## config.mk

```make
export PLATFORM = sky130hd
export DESIGN_NAME = ssg_sector_guard
export DESIGN_NICKNAME = d
export VERILOG_FILES = /design/src/ssg_pkg.sv /design/src/ssg_sector_guard.sv /design/src/ssg_sync3.sv
export SDC_FILE = /design/constraint.sdc
export NUM_CORES = 1
export LEC_CHECK = 0
export BUFFER_PORTS_ARGS = -buffer_cell sky130_fd_sc_hd__clkbuf_2
export CAP_MARGIN = 20
export CORE_AREA = 2 2 193 195
export DETAILED_ROUTE_END_ITERATION = 6
export DIE_AREA = 0 0 195 197
export PLACE_DENSITY = 0.86
export SYNTH_ARGS = -nofsm -noshare
export SYNTH_HDL_FRONTEND = slang
export SYNTH_SLANG_ARGS = --single-unit
```

## constraint.sdc

```tcl
create_clock -name i_mclk -period 4.4 [get_ports i_mclk]
set_input_delay 0.44 -clock i_mclk [delete_from_list [all_inputs] [get_ports i_mclk]]
set_output_delay 0.44 -clock i_mclk [all_outputs]
set_load 0.01 [all_outputs]
```

## src/ssg_pkg.sv

```systemverilog
// Purpose: Constants and types shared by the sector guard block
// Assumes: Host byte addresses are 13 bits wide
// Notes: Values below are the device's own map
`default_nettype none
package ssg_pkg;
  localparam int unsigned ADDR_W = 13;
  localparam int unsigned SECTORS = 64;
  localparam int unsigned SEC_W = 6;
  // ----------------------------------------
  // System area map
  // ----------------------------------------
  localparam logic [ADDR_W-1:0] SSB_BASE = 13'h0000;
  localparam logic [ADDR_W-1:0] LOCK_LOW_ADDR = 13'h0800;
  localparam logic [ADDR_W-1:0] LOCK_HIGH_ADDR = 13'h0804;
  localparam logic [ADDR_W-1:0] CONFIG_ADDR = 13'h0910;
  localparam logic [ADDR_W-1:0] CONTROL_ADDR = 13'h0920;
  localparam int unsigned LOCK_BYTES = 8;
  localparam int unsigned USER_SEC_LSB = 7;
  localparam logic [63:0] LOCK_RESET = 64'h0000_0000_0000_0000;
  // Stored byte is outside this block; value is a plain default
  localparam logic [7:0] CONFIG_DEFAULT = 8'h00;
  // ----------------------------------------
  // Field positions
  // ----------------------------------------
  localparam int unsigned CFG_ACT_MODE = 3;
  localparam int unsigned CFG_EH_MODE = 2;
  localparam int unsigned CFG_EH_LVL_HI = 1;
  localparam int unsigned CTL_EH_EN = 0;
  localparam int unsigned CTL_FIELD = 1;
  localparam int unsigned CTL_TPROG = 7;
  localparam int unsigned SSB_LOCK = 0;
  localparam int unsigned SSB_RW_LO = 1;
  localparam int unsigned SSB_PW_LO = 3;
  localparam logic [4:0] SSB_WR_MASK = 5'h1f;
  // ----------------------------------------
  // Access field codes and password links
  // ----------------------------------------
  localparam logic [1:0] RW_00 = 2'h0;
  localparam logic [1:0] RW_01 = 2'h1;
  localparam logic [1:0] RW_10 = 2'h2;
  localparam logic [1:0] RW_11 = 2'h3;
  localparam logic [1:0] PW_NONE = 2'h0;
  localparam int unsigned NUM_PWD = 3;
  // Synchronised RF lines, in bit order
  localparam int unsigned RF_W = 10;
  localparam int unsigned RB_CLK = 0;
  localparam int unsigned RB_SOF = 1;
  localparam int unsigned RB_CRC_BAD = 2;
  localparam int unsigned RB_DONE = 3;
  localparam int unsigned RB_WR_END = 4;
  localparam int unsigned RB_ANS = 5;
  localparam int unsigned RB_PWD = 6;
  localparam int unsigned RB_PWD_OK = 7;
  localparam int unsigned RB_IDX = 8;
  typedef enum logic [2:0] {
    ST_IDLE = 3'h1,
    ST_BUSY = 3'h2,
    ST_WIP = 3'h4
  } ssg_pin_st_t;
endpackage
`default_nettype wire

```

## src/ssg_sector_guard.sv

```systemverilog
// Purpose: Sector rights, serial write locks, config and activity pin
// Assumes: RF lines change on the RF clock's falling edge
// Notes: RF events are taken at the sampled rising edge of i_rf_clk
`timescale 1ns/1ps
`default_nettype none
// Function
// - Correct password 1 grants its sectors' rights
// - Locked sector access follows protection field
// - Two status bits link sector to password
// - Wrong password revokes all granted rights
// - Serial write locks live in eight bytes
// - Lock bit one blocks serial writes
// - One lock bit per sector, two words
// - Lock area read free, write needs password
// - Lock bytes reset to zero
// - Configuration byte holds pin and harvest setup
// - Control register holds harvest enable, field
// - Activity pin pulls low or floats only
// - Config bit3 low selects busy mode
// - Busy: low from start of frame to done
// - Bad command: low only until CRC
// - Field loss releases the pin
// - Busy mode floats during serial commands
// - Config bit3 high selects write mode
// - Write mode: low from write end to answer
// - Write mode floats during serial writes
// - Harvest output needs enable, power, load
// - Four selectable harvest current levels
module ssg_sector_guard (
  input wire logic i_mclk,
  input wire logic i_rst,
  input wire logic i_rf_clk,
  input wire logic i_rf_sof,
  input wire logic i_rf_crc_bad,
  input wire logic i_rf_cmd_done,
  input wire logic i_rf_write_end,
  input wire logic i_rf_answer_start,
  input wire logic i_rf_pwd_present,
  input wire logic i_rf_pwd_ok,
  input wire logic [1:0] i_rf_pwd_idx,
  input wire logic i_rf_field_on,
  input wire logic [ssg_pkg::SEC_W-1:0] i_rf_sector,
  output logic o_rf_rd_ok,
  output logic o_rf_wr_ok,
  input wire logic i_host_busy,
  input wire logic i_host_pwd_ok,
  input wire logic i_host_tprog,
  input wire logic i_system_area_select,
  input wire logic [ssg_pkg::ADDR_W-1:0] i_host_addr,
  input wire logic [7:0] i_host_wdata,
  input wire logic i_host_wr,
  input wire logic i_host_rd,
  output logic [7:0] o_host_rdata,
  output logic o_host_ack,
  output logic o_host_err,
  output logic o_rf_activity_pin_o,
  output logic o_rf_activity_pin_oe,
  input wire logic i_min_rf_input_power,
  input wire logic i_sink_ok,
  output logic o_eh_out_en,
  output logic [1:0] o_eh_level
);
  import ssg_pkg::*;

  typedef struct packed {
    ssg_pin_st_t st;
    logic rfclk_q;
    logic [NUM_PWD-1:0] pwd_ok;
    logic [SECTORS-1:0][7:0] ssb;
    logic [SECTORS-1:0] lock;
    logic [7:0] cfg;
    logic eh_en;
    logic init;
    logic [7:0] rdata;
    logic ack;
    logic err;
    logic rd_ok;
    logic wr_ok;
  } ssg_core_t;

  ssg_core_t s_r;
  ssg_core_t s_nxt;
  logic [RF_W-1:0] rf_async;
  logic [RF_W-1:0] rf_s;
  logic rf_edge;
  logic field;
  logic wip_mode;
  logic [7:0] sel_ssb;
  logic granted;
  logic [2:0] lock_byte;
  logic [SEC_W-1:0] host_sec;

  // ----------------------------------------
  // RF side synchronisation
  // ----------------------------------------
  assign rf_async = {i_rf_pwd_idx, i_rf_pwd_ok, i_rf_pwd_present, i_rf_answer_start,
                     i_rf_write_end, i_rf_cmd_done, i_rf_crc_bad, i_rf_sof, i_rf_clk};

  ssg_sync3 #(
    .W(RF_W)
  ) u_rf_sync (
    .i_mclk(i_mclk),
    .i_rst(i_rst),
    .i_async(rf_async),
    .o_q(rf_s)
  );

  ssg_sync3 #(
    .W(1)
  ) u_field_sync (
    .i_mclk(i_mclk),
    .i_rst(i_rst),
    .i_async(i_rf_field_on),
    .o_q(field)
  );

  assign rf_edge = rf_s[RB_CLK] & ~s_r.rfclk_q;
  assign wip_mode = s_r.cfg[CFG_ACT_MODE];
  assign sel_ssb = s_r.ssb[i_rf_sector];
  assign granted = (sel_ssb[SSB_PW_LO+:2] != PW_NONE) &&
                   s_r.pwd_ok[sel_ssb[SSB_PW_LO+:2] - 2'h1];
  assign lock_byte = i_host_addr[2:0];
  assign host_sec = i_host_addr[USER_SEC_LSB+:SEC_W];

  // ----------------------------------------
  // Next state
  // ----------------------------------------
  always_comb begin
    s_nxt = s_r;
    s_nxt.rfclk_q = rf_s[RB_CLK];
    s_nxt.ack = 1'b0;
    s_nxt.err = 1'b0;
    s_nxt.init = 1'b0;
    // Harvest default taken once after reset release, from stored mode
    if (s_r.init) begin
      s_nxt.eh_en = ~s_r.cfg[CFG_EH_MODE];
    end

    // Password state, sampled at RF clock edges
    if (rf_edge && rf_s[RB_PWD]) begin
      if (rf_s[RB_PWD_OK] && rf_s[RB_IDX+:2] != PW_NONE) begin
        s_nxt.pwd_ok[rf_s[RB_IDX+:2] - 2'h1] = 1'b1;
      end else begin
        s_nxt.pwd_ok = '0;
      end
    end

    // Access rights of the queried sector
    if (!sel_ssb[SSB_LOCK]) begin
      s_nxt.rd_ok = 1'b1;
      s_nxt.wr_ok = 1'b1;
    end else begin
      unique case (sel_ssb[SSB_RW_LO+:2])
        RW_00: begin
          s_nxt.rd_ok = 1'b1;
          s_nxt.wr_ok = granted;
        end
        RW_01: begin
          s_nxt.rd_ok = 1'b1;
          s_nxt.wr_ok = 1'b1;
        end
        RW_10: begin
          s_nxt.rd_ok = granted;
          s_nxt.wr_ok = granted;
        end
        RW_11: begin
          s_nxt.rd_ok = granted;
          s_nxt.wr_ok = 1'b0;
        end
      endcase
    end

    // Activity pin sequencer
    unique case (s_r.st)
      ST_IDLE: begin
        if (field && rf_edge) begin
          if (!wip_mode && rf_s[RB_SOF]) begin
            s_nxt.st = ST_BUSY;
          end else if (wip_mode && rf_s[RB_WR_END]) begin
            s_nxt.st = ST_WIP;
          end
        end
      end
      ST_BUSY: begin
        if (rf_edge && (rf_s[RB_CRC_BAD] || rf_s[RB_DONE])) begin
          s_nxt.st = ST_IDLE;
        end
      end
      ST_WIP: begin
        if (rf_edge && rf_s[RB_ANS]) begin
          s_nxt.st = ST_IDLE;
        end
      end
    endcase
    if (!field) begin
      s_nxt.st = ST_IDLE;
    end

    // Serial host access
    if (i_host_rd) begin
      s_nxt.ack = 1'b1;
      s_nxt.rdata = 8'h00;
      if (i_system_area_select) begin
        if (i_host_addr < SSB_BASE + SECTORS[ADDR_W-1:0]) begin
          s_nxt.rdata = s_r.ssb[i_host_addr[SEC_W-1:0]];
        end else if (i_host_addr[ADDR_W-1:3] == LOCK_LOW_ADDR[ADDR_W-1:3]) begin
          s_nxt.rdata = s_r.lock[{lock_byte, 3'h0}+:8];
        end else if (i_host_addr == CONFIG_ADDR) begin
          s_nxt.rdata = s_r.cfg;
        end else if (i_host_addr == CONTROL_ADDR) begin
          s_nxt.rdata[CTL_EH_EN] = s_r.eh_en;
          s_nxt.rdata[CTL_FIELD] = field;
          s_nxt.rdata[CTL_TPROG] = i_host_tprog;
        end else begin
          s_nxt.ack = 1'b0;
          s_nxt.err = 1'b1;
        end
      end
    end else if (i_host_wr) begin
      s_nxt.ack = 1'b1;
      if (!i_system_area_select) begin
        if (s_r.lock[host_sec]) begin
          s_nxt.ack = 1'b0;
          s_nxt.err = 1'b1;
        end
      end else if (i_host_addr < SSB_BASE + SECTORS[ADDR_W-1:0]) begin
        if (i_host_pwd_ok) begin
          s_nxt.ssb[i_host_addr[SEC_W-1:0]] = {3'h0, i_host_wdata[4:0] & SSB_WR_MASK};
        end else begin
          s_nxt.ack = 1'b0;
          s_nxt.err = 1'b1;
        end
      end else if (i_host_addr[ADDR_W-1:3] == LOCK_LOW_ADDR[ADDR_W-1:3]) begin
        if (i_host_pwd_ok) begin
          s_nxt.lock[{lock_byte, 3'h0}+:8] = i_host_wdata;
        end else begin
          s_nxt.ack = 1'b0;
          s_nxt.err = 1'b1;
        end
      end else if (i_host_addr == CONFIG_ADDR) begin
        s_nxt.cfg = i_host_wdata;
      end else if (i_host_addr == CONTROL_ADDR) begin
        s_nxt.eh_en = i_host_wdata[CTL_EH_EN];
      end else begin
        s_nxt.ack = 1'b0;
        s_nxt.err = 1'b1;
      end
    end
  end

  always_ff @(posedge i_mclk) begin
    if (i_rst) begin
      s_r <= '0;
      s_r.st <= ST_IDLE;
      s_r.lock <= LOCK_RESET;
      s_r.cfg <= CONFIG_DEFAULT;
      s_r.init <= 1'b1;
    end else begin
      s_r <= s_nxt;
    end
  end

  // ----------------------------------------
  // Outputs
  // ----------------------------------------
  // Pin only ever sinks; any serial command keeps it floating
  assign o_rf_activity_pin_o = 1'b0;
  assign o_rf_activity_pin_oe = (s_r.st != ST_IDLE) && !i_host_busy;
  assign o_eh_out_en = s_r.eh_en && i_min_rf_input_power && i_sink_ok;
  assign o_eh_level = s_r.cfg[CFG_EH_LVL_HI-:2];
  assign o_rf_rd_ok = s_r.rd_ok;
  assign o_rf_wr_ok = s_r.wr_ok;
  assign o_host_rdata = s_r.rdata;
  assign o_host_ack = s_r.ack;
  assign o_host_err = s_r.err;
endmodule // ssg_sector_guard
`default_nettype wire

```

## src/ssg_sync3.sv

```systemverilog
// Purpose: Three-stage synchroniser with agreement filter
// Assumes: Inputs are asynchronous to i_mclk
// Notes: Output moves only when stages two and three agree
`timescale 1ns/1ps
`default_nettype none
module ssg_sync3 #(
  parameter int unsigned W = 1
) (
  input wire logic i_mclk,
  input wire logic i_rst,
  input wire logic [W-1:0] i_async,
  output logic [W-1:0] o_q
);
  typedef struct packed {
    logic [W-1:0] s1;
    logic [W-1:0] s2;
    logic [W-1:0] s3;
    logic [W-1:0] q;
  } ssg_sync_t;
  ssg_sync_t st_r;
  ssg_sync_t st_nxt;
  always_comb begin
    st_nxt = st_r;
    st_nxt.s1 = i_async;
    st_nxt.s2 = st_r.s1;
    st_nxt.s3 = st_r.s2;
    for (int i = 0; i < W; i++) begin
      if (st_r.s2[i] == st_r.s3[i]) begin
        st_nxt.q[i] = st_r.s3[i];
      end
    end
  end
  always_ff @(posedge i_mclk) begin
    if (i_rst) begin
      st_r <= '0;
    end else begin
      st_r <= st_nxt;
    end
  end
  assign o_q = st_r.q;
endmodule // ssg_sync3
`default_nettype wire
```

==> results of run 1 <==
## final cells by class
class                           instances  share of cell area (%)
Timing Repair Buffer                  154                    4.38
Clock buffer                           67                    5.53
Clock inverter                         17                   0.942
Multi-Input combinational cell       1927                    49.7
Inverter                               14                   0.212
Sequential cell                       457                    36.8
Tap cell                              468                    2.36
## worst max path at each step
stage	startpoint	to	depth (start not counted)	slack (ns)
finish	i_rf_sector[0]	o_rf_wr_ok	11	1.17
global route	i_rf_sector[0]	o_rf_wr_ok	11	0.97
CTS	i_rf_sector[0]	o_rf_rd_ok	11	1.28
detailed placement	i_rf_sector[0]	o_rf_rd_ok	11	0.69
global placement	i_rf_sector[0]	o_rf_wr_ok	11	0.65
floorplan	i_rf_sector[1]	o_rf_wr_ok	13	1.08
## per-layer routing
| metal | track usage, % | wire [µm] |
|---|---|---|
| met3 | 14.1 | 12500 |
| met5 | 0 | 29 |
| met1 | 53.4 | 28600 |
| met2 | 63.4 | 34900 |
| met4 | 25.4 | 6110 |
## state kept, by name (all words and copies together), names as in the netlist
| register | count |
|---|---|
| o_rf_wr_ok | 1 |
| o_host_err | 1 |
| u_rf_sync.st_r | 10 |
| u_field_sync.st_r | 1 |
| s_r | 399 |
| o_host_ack | 1 |
| u_rf_sync.st_nxt | 20 |
| o_host_rdata | 8 |
| u_field_sync.st_nxt | 2 |
| o_rf_rd_ok | 1 |
| o_eh_level | 2 |
| u_field_sync.o_q | 1 |
| u_rf_sync.o_q | 10 |
## cells in the final DEF, fill, tap and decap left out, types with 13 or more instances in the layout
cell type and count:
o22ai_1 73, nand4_1 41, a22oi_1 86, o21ai_0 25, clkbuf_16 48, mux4_2 102
clkbuf_2 60, dfxtp_1 457, a22o_1 18, nor2_1 50, a21oi_1 407, nand2_1 471
nor2b_1 46, nor2_4 13, nand3_1 357, a221oi_1 17, inv_1 13, buf_4 87
mux2i_1 40
## stage by stage
stage,instances,utilization (%)
4_1_cts,3104,68.5
5_1_grt,3104,68.5
2_1_floorplan,2677,-
3_5_place_dp,3020,64.1
6_report,3104,68.5
3_3_place_gp,3020,64.1
## cell families after synthesis
kind of cell	Yosys count	share of synthesized area [%]
adders and majority gates	6	0.330
DFF	457	40.3
muxes	155	12.8
and+or+nand+nor	1073	22.4
buffers and inverters	293	6.00
AOI/OAI and AO/OA	691	18.1
xor gates and xnor gates	1	0.0386
other	1	0.0165
## power breakdown
| group | internal [mW] | switching, mW |
|---|---|---|
| Sequential | 4.15 | 0.00796 |
| Clock | 2.46 | 1.75 |
| Combinational | 0.170 | 0.473 |
| Total | 6.79 | 2.23 |
==> impl_metrics.yaml, run 1 <==
finish:
  multiInputGateArea_um2: 12400
  fillers: 2884
  register_area_um2: 9150
  final_area_um2: 24800
  synthToLayoutAreaGrowth_pct: 9.28
  antenna_cells: 0
  final_nets: 2655
  drive_gt1_share_pct: 14.3
floorplan:
  ios: 65
  initial_core_util_pct: 62.7
  die_h_um: 197
  rows: 70
  die_w_um: 195
  die-area_um2: 38400
  core_area_um2: 36300
critical_path:
  cp_num_buf_inv: 2
  critPathMaxFanout: 28
  cp_top_family: "compound AO/OA/AOI/OAI gates"
  ff2ff_setup_slack_ns: 1.46
  critPathSlowestCell: "mux4_2"
  r2r_cells: 9
  slowest_delay_ns: 0.54
  crit_required_ns: 4.93
  crit_type: "in2reg"
  r2r_end: "o_rf_wr_ok"
  crit_top_cell: "a211oi_1"
  rr_startpoint: "s_r[378]"
  worstPathArrival_ns: 3.76
  startpoint_type: "primary input"
  end_kind: "flop"
  cp_cell_sequence: "buf_4 > buf_4 > mux4_2 > o311ai_0 > a211oi_1 > a211oi_2 > ha_1 > mux2i_1 > mux2i_1 > a211oi_1 > a211oi_1"
clock_tree:
  htreeDepth: 2
  path_clk_slew_ns: 0.06
  clk_latency_ns: 0.62
  tritoncts: "built"
  root_buffer: "clkbuf_16"
  cts.sinks: 457
  hold_buffers: 0
  cts_buffers: 47
  post_cts_buffers: 0
  clockBufferDepth: 3
  ctsResizeCount: 0
sta:
  max_slew_margin_pct: 20.6
  skew_ns: 0.0228
  worstMarginPinSlew_ns: 1.19
  fin_hold_ws_ns: 0.0422
  rsz0062_at_grt: "false"
  finalCritPeriodShare_pct: 73.4
  period_needed_ns: 3.23
  fin_ws_ns: 1.17
  drv_slew: 0
  finalHoldViolations: 0
  fmax_mhz: 310
  timing.setup.tns_ns: 0
  setup_viol: 0
place:
  globalplace.congestion: 1.03
  placed_area_um2: 23200
  pre_cts_ws_ns: 0.688
  place.detailed.hpwl_um: 54100
  port_buffers: 63
worst_hold_path:
  min_path_cells: 2
  min_to: "u_rf_sync.st_nxt[27]"
  worstHoldStart: "i_rf_pwd_ok"
  min_path_type: "in2reg"
power_and_ir_drop:
  irDropWorstVdd_v: 0.000383
  power.total_mw: 9.02
  powerDensity_nw_per_um2: 363
  p_leak_nw: 8.00
detailed_routing:
  viasPerCell: 7.29
  drt_iter0_drc: 3726
  num_vias: 22627
  route.detailed.drc: 0
  firstDrtPassIters: 7
  antenna_left: 0
  wl_per_cell_um: 26.5
  drt-total-wl_um: 82200
synth:
  yosysUniqueCellTypes: 73
  netlist_instances: 2677
  yosysTopAreaCell: "dfxtp_1"
  synth_edf_count: 0
  yosys_register_bits: 457
  syn_avg_cell_area_um2: 8.49
  synth_most_common_cell: "nand2_1"
  syn_nets: 2731
  synth_top_area_share_pct: 40.3
  yosys-top-cells-count: "nand2_1, dfxtp_1, a21oi_1, nand3_1, clkbuf_1"
  synthArstFlopShare_pct: 0
  syn_area_um2: 22700
  yosys_warnings: 0
  ys.flop_type: "dfxtp_1"
  ys_seq_area_share_pct: 40.3
  ys_top_cells_by_area: "dfxtp_1, mux4_2, a21oi_1, nand3_1, nand2_1"
global_route:
  grt_pass1_wl_um: 125000
  grt_usage_pct: 42.4
  antenna_found_initial: 3
  grt_start_max_net_pins: 181
  grt_pass1_vias: 21413
  overflow: 0
run:
  maxCapViolations: 0
outcome:
  status: "finished, final reports clean"
No activity file was read; power rests on OpenSTA's default activity.
==> run 2: changes to the inputs <==
--- a/config.mk
+++ b/config.mk
@@ -5,12 +5,13 @@
 export SDC_FILE = /design/constraint.sdc
 export NUM_CORES = 1
 export LEC_CHECK = 0
+export ABC_AREA = 1
 export BUFFER_PORTS_ARGS = -buffer_cell sky130_fd_sc_hd__clkbuf_2
 export CAP_MARGIN = 20
-export CORE_AREA = 2 2 193 195
+export CORE_AREA = 2 2 204 206
 export DETAILED_ROUTE_END_ITERATION = 6
-export DIE_AREA = 0 0 195 197
-export PLACE_DENSITY = 0.86
+export DIE_AREA = 0 0 206 208
+export PLACE_DENSITY = 0.82
 export SYNTH_ARGS = -nofsm -noshare
 export SYNTH_HDL_FRONTEND = slang
 export SYNTH_SLANG_ARGS = --single-unit
==> constraint.sdc (replaced) <==
create_clock -name i_mclk -period 2.7 [get_ports i_mclk]
set_input_delay 0.27 -clock i_mclk [delete_from_list [all_inputs] [get_ports i_mclk]]
set_output_delay 0.27 -clock i_mclk [all_outputs]
set_load 0.01 [all_outputs]
==> run 2 against run 1 <==
The run now ends with DRC left. Register-to-register slack got worse by 1.1 ns. Via count is 8.8% higher. Combinational power rose by 140%. Clock skew is 0.0061 ns lower. Critical endpoint unchanged. Largest cell class unchanged.
==> impl_metrics.yaml, run 2 <==
outcome:
  status: "complete, but fails checks"
  violations: "DRC"
synth:
  yosys_warnings: 0
  synthArstFlopShare_pct: 0
  syn_avg_cell_area_um2: 6.99
  ys_top_cells_by_area: "dfxtp_1, a21oi_1, inv_1, o21ai_0, o21ai_1"
  ys.flop_type: "dfxtp_1"
  ys_seq_area_share_pct: 39.8
  yosysUniqueCellTypes: 42
  yosysTopAreaCell: "dfxtp_1"
  synth_top_area_share_pct: 39.8
  syn_nets: 3344
  synth_most_common_cell: "a21oi_1"
  netlist_instances: 3290
  yosys-top-cells-count: "a21oi_1, inv_1, dfxtp_1, o21ai_0, nand2_1"
  synth_edf_count: 0
  yosys_register_bits: 457
  syn_area_um2: 23000
power_and_ir_drop:
  p_seq_share_pct: 43.6
  power.internal_mw: 11.6
  p_clk_share_pct: 46.5
  comb_power_share_pct: 9.9
  irDropWorstVdd_v: 0.000547
  power.switching_mw: 3.98
  swShare_pct: 25.5
  p_leak_nw: 10.4
  powerDensity_nw_per_um2: 593
sta:
  worstMarginPinSlew_ns: 0.879
  drv_slew: 0
  max_slew_margin_pct: 41.4
  fmax_mhz: 436
  rsz0062_at_grt: "false"
  timing.setup.tns_ns: 0
  finalCritPeriodShare_pct: 85.0
  period_needed_ns: 2.29
  setup_viol: 0
  finalHoldViolations: 0
  skew_ns: 0.0167
global_route:
  grt_pass1_wl_um: 128000
  overflow: 0
  grt_start_max_net_pins: 119
  antenna_found_initial: 3
  grt_pass1_vias: 23062
  grt_usage_pct: 38.4
detailed_routing:
  firstDrtPassIters: 7
  drt_iter0_drc: 3423
  route.detailed.drc: 7
  num_vias: 24620
  antenna_left: 0
  wl_per_cell_um: 21.6
  viasPerCell: 6.34
  drt-total-wl_um: 83800
clock_tree:
  path_clk_slew_ns: 0.06
  tritoncts: "built"
  htreeDepth: 2
  cts.sinks: 457
  clk_latency_ns: 0.62
  cts_buffers: 49
  clockBufferDepth: 3
  ctsResizeCount: 0
  root_buffer: "clkbuf_16"
floorplan:
  initial_core_util_pct: 56.7
  die_h_um: 208
  ios: 65
  die-area_um2: 42800
  die_w_um: 206
  core_area_um2: 40600
  rows: 74
critical_path:
  end_kind: "flop"
  crit_required_ns: 3.24
  critPathMaxFanout: 3
  critPathCapture: "o_rf_wr_ok"
  r2r_end: "o_rf_wr_ok"
  startpoint_type: "flop"
  ff2ff_setup_slack_ns: 0.41
  r2r_cells: 15
  worstPathArrival_ns: 2.83
  rr_startpoint: "s_r[194]"
  crit_type: "reg2reg"
  startpoint: "s_r[194]"
run:
  maxCapViolations: 0
place:
  globalplace.congestion: 1.06
  place.detailed.hpwl_um: 56400
  placed_area_um2: 24400
  port_buffers: 63
finish:
  drive_gt1_share_pct: 10.8
  synthToLayoutAreaGrowth_pct: 14.2
  final_common_cell: "a21oi_1"
  largest_reg_flops: 399
  final_nets: 3369
  final_area_um2: 26300
  final_cell_mix: "a21oi_1, inv_1, dfxtp_1, o21ai_0, nand2_1"
  largest_register: "s_r"
worst_hold_path:
  min_path_type: "in2reg"
[run 2: cell types whose count changed after synthesis, moves of 64 or more]
cell,before,now
a21oi_1,407,606
a22oi_1,86,18
inv_1,13,481
mux4_2,102,0
nand2_1,471,263
nand2_4,0,64
nand3_1,357,182
nor2_1,64,150
o21ai_0,25,353
o21ai_1,0,218
[run 2: power groups by stage]
stage          logic [mW]  clock network (mW)  registers (mW)
2_1_floorplan       0.880                   0            6.93
3_3_place_gp         1.43                   0            6.93
3_5_place_dp         1.46                   0            6.93
4_1_cts              1.48                7.23            6.79
5_1_grt              1.64                7.52            6.79
6_report             1.55                7.23            6.79
[run 2: metrics by stage]
stage               instances  total power [mW]  hold WS (ns)  utilization [%]  worst slack [ns]
detailed placement       3781              8.39         0.392             60.1             0.138
global route             3886              15.9         0.136             64.8             0.167
finish                   3886              15.6         0.116             64.8             0.406
global placement         3781              8.37         0.390             60.1             0.192
floorplan                3290              7.81         0.298                -             0.261
CTS                      3884              15.5        0.0945             64.8             0.471
[run 2: worst min path at each step]
| stage | depth (start not counted) | endpoint | slack, ns | start |
|---|---|---|---|---|
| after floorplan | 0 | s_r[12] | 0.30 | i_rst |
| after global placement | 2 | u_rf_sync.st_nxt[16] | 0.39 | u_rf_sync.st_nxt[26] |
| after detailed placement | 2 | u_rf_sync.st_nxt[13] | 0.39 | u_rf_sync.st_nxt[23] |
| after CTS | 4 | o_host_err | 0.09 | i_system_area_select |
| after global routing | 3 | s_r[16] | 0.14 | i_host_wdata[2] |
| final | 4 | o_host_err | 0.12 | i_system_area_select |
[run 2: critical path, stage by stage, from the launching register on]
cell      delay (ns)
dfxtp_1         0.31
inv_1           0.06
a21oi_1         0.14
o21ai_0         0.12
o21ai_0         0.11
o21ai_0         0.11
o22ai_1         0.26
buf_4           0.17
o211ai_1        0.10
nand2_1         0.11
inv_1           0.05
ha_1            0.28
inv_1           0.04
a21oi_1         0.17
nand3_1         0.09
a21oi_1         0.12
[run 2: logic make-up after synthesis]
| group | after synthesis | share of synthesized area [%] |
|---|---|---|
| other | 1 | 0.0163 |
| adders and majority gates | 6 | 0.326 |
| buffers and inverters | 717 | 12.0 |
| and+or+nand+nor | 717 | 15.8 |
| DFF | 457 | 39.8 |
| AOI/OAI and AO/OA | 1392 | 32.1 |
[run 2: final cells by class]
| type | count | area [µm²] |
|---|---|---|
| Antenna cell | 2 | 5.00 |
| Clock buffer | 77 | 1530 |
| Clock inverter | 11 | 189 |
| Fill cell | 3497 | 14300 |
| Inverter | 487 | 1840 |
| Multi-Input combinational cell | 2116 | 11100 |
| Sequential cell | 457 | 9150 |
| Tap cell | 532 | 666 |
| Timing Repair Buffer | 204 | 1740 |
[run 2: layer usage]
layer  vias up  GRT usage, %  wire length [µm]
met5         -             0                13
met4         2          25.1              6090
met3       428          9.01             10500
met2      1738          57.4             36000
met1     11196          49.2             31200
li1      11256             -                 -
[run 2: timing repair]
action	4_1_cts	5_1_grt
endpoints found under the setup margin	0	0
buffers inserted	0	0
hold buffers	15	0
endpoints found under the hold margin	19	0
